$ cat src/hdl/dpa_pkg.sv
package dpa_pkg;
    // memory geometry of one master device
    localparam int ADDR_W = 11;
    localparam int DATA_W = 9;
    // settle time between address/select valid and write strobe
    localparam int SETTLE_NS = 30;
    localparam int CLK_NS = 10;
    localparam int SETTLE_CYC = (SETTLE_NS + CLK_NS - 1) / CLK_NS;
    localparam logic [3:0] SETTLE_CNT = 4'(SETTLE_CYC);
    // strobe width; write data is released with the strobe, with no hold after it
    localparam int STROBE_NS = 40;
    localparam int STROBE_CYC = (STROBE_NS + CLK_NS - 1) / CLK_NS;
    localparam logic [3:0] STROBE_CNT = 4'(STROBE_CYC);
    localparam logic [3:0] CNT_ZERO = 4'h0;
    // host access sequencer states, gray along the usual path
    typedef enum logic [2:0] {
        DPA_IDLE = 3'b000,
        DPA_SETUP = 3'b001,
        DPA_STROBE = 3'b011,
        DPA_DONE = 3'b010,
        DPA_WAIT = 3'b110
    } dpa_state_e;
endpackage

$ cat src/hdl/dpa_host_port.sv
`timescale 1ns/1ps
module dpa_host_port (
    input wire logic sys_clk,
    input wire logic rst,
    // user request side
    input wire logic req_valid,
    output logic req_ready,
    input wire logic req_write,
    input wire logic [dpa_pkg::ADDR_W-1:0] req_addr,
    input wire logic [dpa_pkg::DATA_W-1:0] req_wdata,
    output logic rsp_valid,
    output logic [dpa_pkg::DATA_W-1:0] rsp_rdata,
    output logic rsp_error,
    // memory port pins
    output logic mem_sel_n,
    output logic mem_we_n,
    output logic mem_oe_n,
    output logic [dpa_pkg::ADDR_W-1:0] mem_addr,
    input wire logic [dpa_pkg::DATA_W-1:0] mem_data_in,
    output logic [dpa_pkg::DATA_W-1:0] mem_data_out,
    output logic mem_data_oe_n,
    input wire logic mem_busy_n,
    // other port busy, for the illegal access event
    input wire logic peer_busy_n,
    output logic clash_event
);
    import dpa_pkg::*;

    // idle: the only state in which a request is taken
    function automatic logic idle_state(input dpa_state_e st);
        return st == DPA_IDLE;
    endfunction

    // select is held from setup through strobe, wait included
    function automatic logic port_selected(input dpa_state_e st);
        return (st != DPA_IDLE) && (st != DPA_DONE);
    endfunction

    // strobe phase, shared by both strobes and the capture point
    function automatic logic strobing(input dpa_state_e st);
        return st == DPA_STROBE;
    endfunction

    // and of active-low flags, the same gate that forms a stacked array's flag
    function automatic logic flags_free(input logic a, input logic b);
        return a & b;
    endfunction

    // sequencer state
    dpa_state_e state, next_state;
    logic [3:0] cnt, next_cnt;
    // request fields, captured at take
    logic wr, next_wr;
    logic [ADDR_W-1:0] addr, next_addr;
    logic [DATA_W-1:0] wdata, next_wdata;
    // response to the user
    logic [DATA_W-1:0] rdata, next_rdata;
    logic rvalid, next_rvalid;
    logic rerr, next_rerr;
    // illegal simultaneous access event
    logic clash, next_clash;
    // decoded events shared by several groups
    logic take, strobe_end, flag_seen;

    // events: request taken, last strobe cycle, flag on this port
    always_comb begin
        take = idle_state(state) && req_valid;
        strobe_end = strobing(state) && (cnt == CNT_ZERO);
        flag_seen = ~mem_busy_n;
    end

    // sequencer: select and address, settle, strobe, then release
    always_comb begin
        next_state = state;
        next_cnt = cnt;
        case (state)
            DPA_IDLE: begin
                if (take) begin
                    next_cnt = SETTLE_CNT;
                    next_state = DPA_SETUP;
                end
            end
            DPA_SETUP: begin
                // address and select settle so the flag is valid before any strobe
                if (cnt != CNT_ZERO) begin
                    next_cnt = cnt - 4'h1;
                end else if (flag_seen) begin
                    // the one flag decides for the whole word; tied low it blocks for good
                    next_state = DPA_WAIT;
                end else begin
                    // flag high: the strobe goes ahead unhindered
                    next_cnt = STROBE_CNT;
                    next_state = DPA_STROBE;
                end
            end
            DPA_WAIT: begin
                // hold off until the other port finishes, then settle again
                if (!flag_seen) begin
                    next_cnt = SETTLE_CNT;
                    next_state = DPA_SETUP;
                end
            end
            DPA_STROBE: begin
                // busy arriving now does not cut the strobe; the device gates it
                if (cnt != CNT_ZERO) begin
                    next_cnt = cnt - 4'h1;
                end else begin
                    next_state = DPA_DONE;
                end
            end
            DPA_DONE: begin
                next_state = DPA_IDLE;
            end
            default: begin
                next_cnt = CNT_ZERO;
                next_state = DPA_IDLE;
            end
        endcase
    end

    // sequencer registers
    always_ff @(posedge sys_clk) begin
        if (rst) begin
            state <= DPA_IDLE;
            cnt <= CNT_ZERO;
        end else begin
            state <= next_state;
            cnt <= next_cnt;
        end
    end

    // request capture: fields stand from take until the next take
    always_comb begin
        next_wr = wr;
        next_addr = addr;
        next_wdata = wdata;
        if (take) begin
            next_wr = req_write;
            next_addr = req_addr;
            next_wdata = req_wdata;
        end
    end

    // capture registers; address stays put while selected
    always_ff @(posedge sys_clk) begin
        if (rst) begin
            wr <= 1'b0;
            addr <= '0;
            wdata <= '0;
        end else begin
            wr <= next_wr;
            addr <= next_addr;
            wdata <= next_wdata;
        end
    end

    // response: data and flag are taken at the last strobe cycle
    always_comb begin
        next_rdata = rdata;
        next_rerr = rerr;
        next_rvalid = (state == DPA_DONE);
        if (strobe_end) begin
            next_rdata = mem_data_in;
            // flag at strobe end: read data unreliable, or the write was inhibited
            next_rerr = flag_seen;
        end
    end

    // response registers; the valid pulse follows the release cycle
    always_ff @(posedge sys_clk) begin
        if (rst) begin
            rdata <= '0;
            rvalid <= 1'b0;
            rerr <= 1'b0;
        end else begin
            rdata <= next_rdata;
            rvalid <= next_rvalid;
            rerr <= next_rerr;
        end
    end

    // either port's flag marks an illegal simultaneous access
    always_comb begin
        next_clash = ~flags_free(mem_busy_n, peer_busy_n);
    end

    // clash register, one cycle behind the flags
    always_ff @(posedge sys_clk) begin
        if (rst) begin
            clash <= 1'b0;
        end else begin
            clash <= next_clash;
        end
    end

    // pin and user outputs; gray steps keep the strobe decode free of glitches
    always_comb begin
        req_ready = idle_state(state);
        rsp_valid = rvalid;
        rsp_rdata = rdata;
        rsp_error = rerr;
        clash_event = clash;
        mem_addr = addr;
        mem_data_out = wdata;
        mem_sel_n = ~port_selected(state);
        mem_we_n = ~(wr && strobing(state));
        mem_oe_n = ~(!wr && strobing(state));
        mem_data_oe_n = ~(wr && port_selected(state));
    end
endmodule // dpa_host_port

$ cat config.mk
export PLATFORM = sky130hd
export DESIGN_NAME = dpa_host_port
export DESIGN_NICKNAME = d
export VERILOG_FILES = /design/src/hdl/dpa_pkg.sv /design/src/hdl/dpa_host_port.sv
export SDC_FILE = /design/constraint.sdc
export NUM_CORES = 1
export LEC_CHECK = 0
export BUFFER_PORTS_ARGS = -buffer_cell sky130_fd_sc_hd__buf_2
export CAP_MARGIN = 10
export CORE_MARGIN = 2
export CORE_UTILIZATION = 50
export DETAILED_ROUTE_END_ITERATION = 16
export PLACE_DENSITY = 0.9
export SYNTH_ARGS = -nofsm -noshare
export SYNTH_HDL_FRONTEND = slang
export SYNTH_SLANG_ARGS = --single-unit
$ cat constraint.sdc
create_clock -name sys_clk -period 4.8 [get_ports sys_clk]
set_input_delay 0.96 -clock sys_clk [delete_from_list [all_inputs] [get_ports sys_clk]]
set_output_delay 0.96 -clock sys_clk [all_outputs]
set_load 0.1 [all_outputs]
# Yosys cells after proc, flatten, opt, wreduce, memory -nomap -nowiden

Cells that the tools add are included.
Widths: inputs -> output; s select.

Flip-flop bits (word level): 40
Input port bits: 35
Output and inout port bits: 37
Logic and storage cells: 54

$add $sub $neg: 1
Eq/ne operators: 11
Multiplexer cells: 12
Bitwise gates (word level): 8
Reductions and logical operators: 13

Operator list:

| kind                | number |
|---|---|
| $mux 4              | 5 |
| $pmux 4 s5          | 1 |
| $mux 3              | 5 |
| $pmux 3 s4          | 1 |
| $not 1->1           | 7 |
| $eq 3x2->1 const B  | 2 |
| $logic_and 1x1->1   | 6 |
| $ne 2x2->1 const B  | 3 |
| $reduce_and 5->1    | 1 |
| $logic_not 4->1     | 1 |
| $ne 2x1->1 const B  | 2 |
| $reduce_and 4->1    | 1 |
| $reduce_bool 4->1   | 1 |
| $sub 4x1->4 const B | 1 |
| $eq 3x1->1 const B  | 1 |
| $eq 3x3->1 const B  | 1 |
| $logic_not 3->1     | 1 |
| $ne 3x2->1 const B  | 1 |
| $ne 3x3->1 const B  | 1 |
| $reduce_bool 3->1   | 1 |
| $and 1x1->1         | 1 |
| $logic_not 1->1     | 1 |

# Logic depth before layout (Yosys ltp)

Depth after elaboration: 4
Depth in mapped cells: 7
Gate-level depth less buffers: 6

# Worst setup path before layout

OpenSTA, ideal clock, no wires.

Kind: register -> output
Start point: register state[0]
End point: output mem_data_oe_n
Arrival time: 2.696 ns
Required time: 3.840 ns
Slack: 1.144 ns
Stages on the path, launching flop included: 3
Buffers on the path: 1
Path through: dfxtp_1 > clkbuf_1 > o21ai_0

Cells in the longest elaborated chain, start to end: 4
Elaborated cells between the ends (all ways): 5
Classes of those cells: eq/ne: 1; bitwise: 1; reduce/logical: 3

RTL lines:

| element                                         | line                 | source |
|---|---|---|
| start, declared                                 | dpa_host_port.sv:50  | `dpa_state_e state, next_state;` |
| start signal, assigned                          | dpa_host_port.sv:127 | `state <= next_state;` |
| $ne 3x2->1 or $reduce_bool 3->1 (tied branches) | dpa_host_port.sv:36  | `return (st != DPA_IDLE) && (st != DPA_DONE);` |
| $logic_and 1x1->1 (*)                           | dpa_host_port.sv:36  |  |
| $logic_and 1x1->1 (*)                           | dpa_host_port.sv:208 | `mem_data_oe_n = ~(wr && port_selected(state));` |
| $not 1->1 (*)                                   | dpa_host_port.sv:208 |  |
| end, declared                                   | dpa_host_port.sv:21  | `output logic mem_data_oe_n,` |

Every way passes the cells marked *; elsewhere a longest branch is shown, timed or not.

# Worst setup path after layout

Start point: register state[0]
End point: output mem_oe_n

Cells in the longest elaborated chain, start to end: 3

RTL lines:

| element           | line                 | source |
|---|---|---|
| $eq 3x2->1        | dpa_host_port.sv:41  | `return st == DPA_STROBE;` |
| $logic_and 1x1->1 | dpa_host_port.sv:207 | `mem_oe_n = ~(!wr && strobing(state));` |
| $not 1->1         | dpa_host_port.sv:207 |  |
| end, declared     | dpa_host_port.sv:17  | `output logic mem_oe_n,` |

Every way passes these cells.

==> out/metrics.cfg <==
[detailed_routing]
via_count=1527
first_pass_iters=4
via_per_inst=5.11
antenna_left=0
wl_per_cell_um=12.0
wl_mm=3.58
remaining_drc_errors=0
first_iter_violations=84

[timing]
clock.fmax_mhz=338
setup_violations=0
rsz0062_at_grt=false
worst_pin_slew_ns=0.729
finalCriticalPeriod_ns=2.96
finalHoldViolCount=0
fin_skew_ns=0.0156
period_share_pct=61.7
slew_headroom_pct=51.4
slew_viol_final=0
tns_ns=0
fin_hold_ws_ns=0.459
setup_ws_ns=1.84

[floorplan]
row_count=20
dieHeight_um=61.6
initial_core_util_pct=53.5
die_x_um=61.6
dieArea_um2=3800
num_io_pins=72
fp.coreArea_um2=3100

[cells_and_area]
antennaDiodeCount=0
seq_area_um2=801
fill_cells=286
fin_util_pct=67.4
syn2layout_area_growth_pct=26.1
final_nets=290
layout-drive-gt1-share_pct=34.9
stdcell_area_um2=2090
multi_input_area_um2=790

[cts]
cts_repair_resize_count=0
clk_latency_ns=0.35
path_clk_slew_ns=0.13
cts_buffers=5
cts_tree=built
cts_sinks=40
max-clock-path-buffers=2
cts_hold_buf=0
htreeDepth=2
post_cts_buffers=0
cts-root-buf=clkbuf_4

[global_route]
antenna_found_initial=0
grt_pass1_vias=1327
grt_max_degree=41
overflow=0
track_usage_pct=20.3
grt_pass1_wl_mm=5.71

[critical_path]
end_kind=output port
worstSetupPathType=reg -> out
crit_fanout=16
cp.arrival_ns=2.00
rr_endpoint=rsp_rdata[8]$_SDFFE_PP0P_
required_ns=3.84
r2r_cells=6
reg2reg_from=cnt[0]$_SDFFE_PP0P_
ff2ff_setup_slack_ns=2.70
critPathLaunchType=flop

[placement]
portBuffers=71
hpwl_mm=2.61
dpl-instance-area_um2=2010
dp_slack_ns=2.25
place_congestion=0.794

[pwr]
vdd_drop_max_uv=283
power_leakage_nw=0.937
power-per-cell-area_nw_per_um2=591

[synth]
syn_area_um2=1660
syn_area_per_cell_um2=8.82
yosysTopAreaCell=dfxtp_1
synthDominantCellAreaShare_pct=48.3
yosysWarnings=0
synth-edff-count=0
dominantRegCellSynth=dfxtp_1
seq_area_frac_synth_pct=48.3
synth-seq-cells=40
synthesis.nets=224
syn_inst=188
async_reset_ff_share_pct=0
synth_cell_types=38
synthTopCellsByArea=dfxtp_1, nand2_1, a21oi_1

[job]
cap_violations=0

[hold_path]
hold_path_end=mem_data_out[4]$_SDFFE_PP0P_
hold_path_class=reg -> reg
min_path_cells=2
hp-start=mem_data_out[4]$_SDFFE_PP0P_

[run_status]
status=complete, no violations

==> layer usage <==
layer  vias up  GRT usage [%]  routed length (um)  share of wire [%]
met3         6           6.51                 270                7.5
met4         0           7.90                  42                1.2
met1       682           25.9                1590                 44
li1        777              -                   -                  -
met2        62           31.9                1680                 47
met5         -              0                   0                  0
==> placed cells by master, fill, tap and decap left out, types with 2 or more instances in the layout <==
master / n
buf_2: 71
nand2_1: 44
dfxtp_1: 40
a21oi_1: 25
nor2_1: 14
mux2i_1: 9
nor3_1: 7
clkbuf_4: 5
inv_1: 3
nand2b_1: 3
a211oi_2: 3
nor4_1: 2
nand4_1: 2
o31ai_1: 2
==> worst max-delay path, cell delays in order (launching register included) <==
cell and delay [ns]:
dfxtp_1 0.67, nand2b_1 0.31, or3_1 0.37, buf_2 0.29
==> metrics by stage <==
step | std cells | power, mW
floorplan | 188 | 0.930
global placement | 291 | 1.01
detailed placement | 291 | 1.02
CTS | 299 | 1.24
global route | 299 | 1.30
finish | 299 | 1.24
==> how the worst max path moves through the flow <==
| stage | start | endpoint | slack, ns |
|---|---|---|---|
| floorplan | state[0]$_SDFFE_PP0P_ | mem_data_oe_n | 1.14 |
| global placement | state[0]$_SDFFE_PP0P_ | mem_oe_n | 2.31 |
| detailed placement | state[0]$_SDFFE_PP0P_ | mem_oe_n | 2.25 |
| CTS | state[0]$_SDFFE_PP0P_ | mem_oe_n | 1.84 |
| global route | state[0]$_SDFFE_PP0P_ | mem_oe_n | 1.70 |
| finish | state[0]$_SDFFE_PP0P_ | mem_oe_n | 1.84 |
==> where the power goes <==
group | internal, mW | switching, mW | leakage [nW]
Clock | 0.109 | 0.112 | 0.0412
Sequential | 0.378 | 0.0435 | 0.327
Combinational | 0.146 | 0.450 | 0.569
Total | 0.632 | 0.605 | 0.937
==> cell families after synthesis <==
family          Yosys count  share of synthesized area [%]
fa+ha+maj                 1                          0.754
simple gates             82                           23.9
flops                    40                           48.3
compound gates           40                           17.0
xor+xnor                  1                          0.528
buf+inv                  15                           4.15
mux                       9                           5.43
==> cells in the mapped netlist, drive strengths merged, types with 2 or more instances <==
cell / instances
o31ai: 2
nand2b: 3
dfxtp: 40
nor4: 2
buf: 4
a221oi: 2
inv: 3
nor2: 14
a211oi: 3
mux2i: 9
a21oi: 25
nand2: 44
nor3: 8
clkbuf: 8
nand4: 2
==> final cells by class <==
type | count | area share, %
inverter | 3 | 0.538
sequential | 40 | 38.3
multi-input combinational | 133 | 37.7
tap | 44 | 2.63
clock buffer | 5 | 1.79
timing repair buffer | 71 | 17.0
clock inverter | 3 | 2.03
==> state kept, by name, summed over array words and instances (netlist names) <==
name          flops
mem_addr         11
mem_data_out      9
rsp_rdata         9
cnt               4
state             3
clash_event       1
rsp_error         1
rsp_valid         1
wr                1
Power figures use the tool's default switching activity.
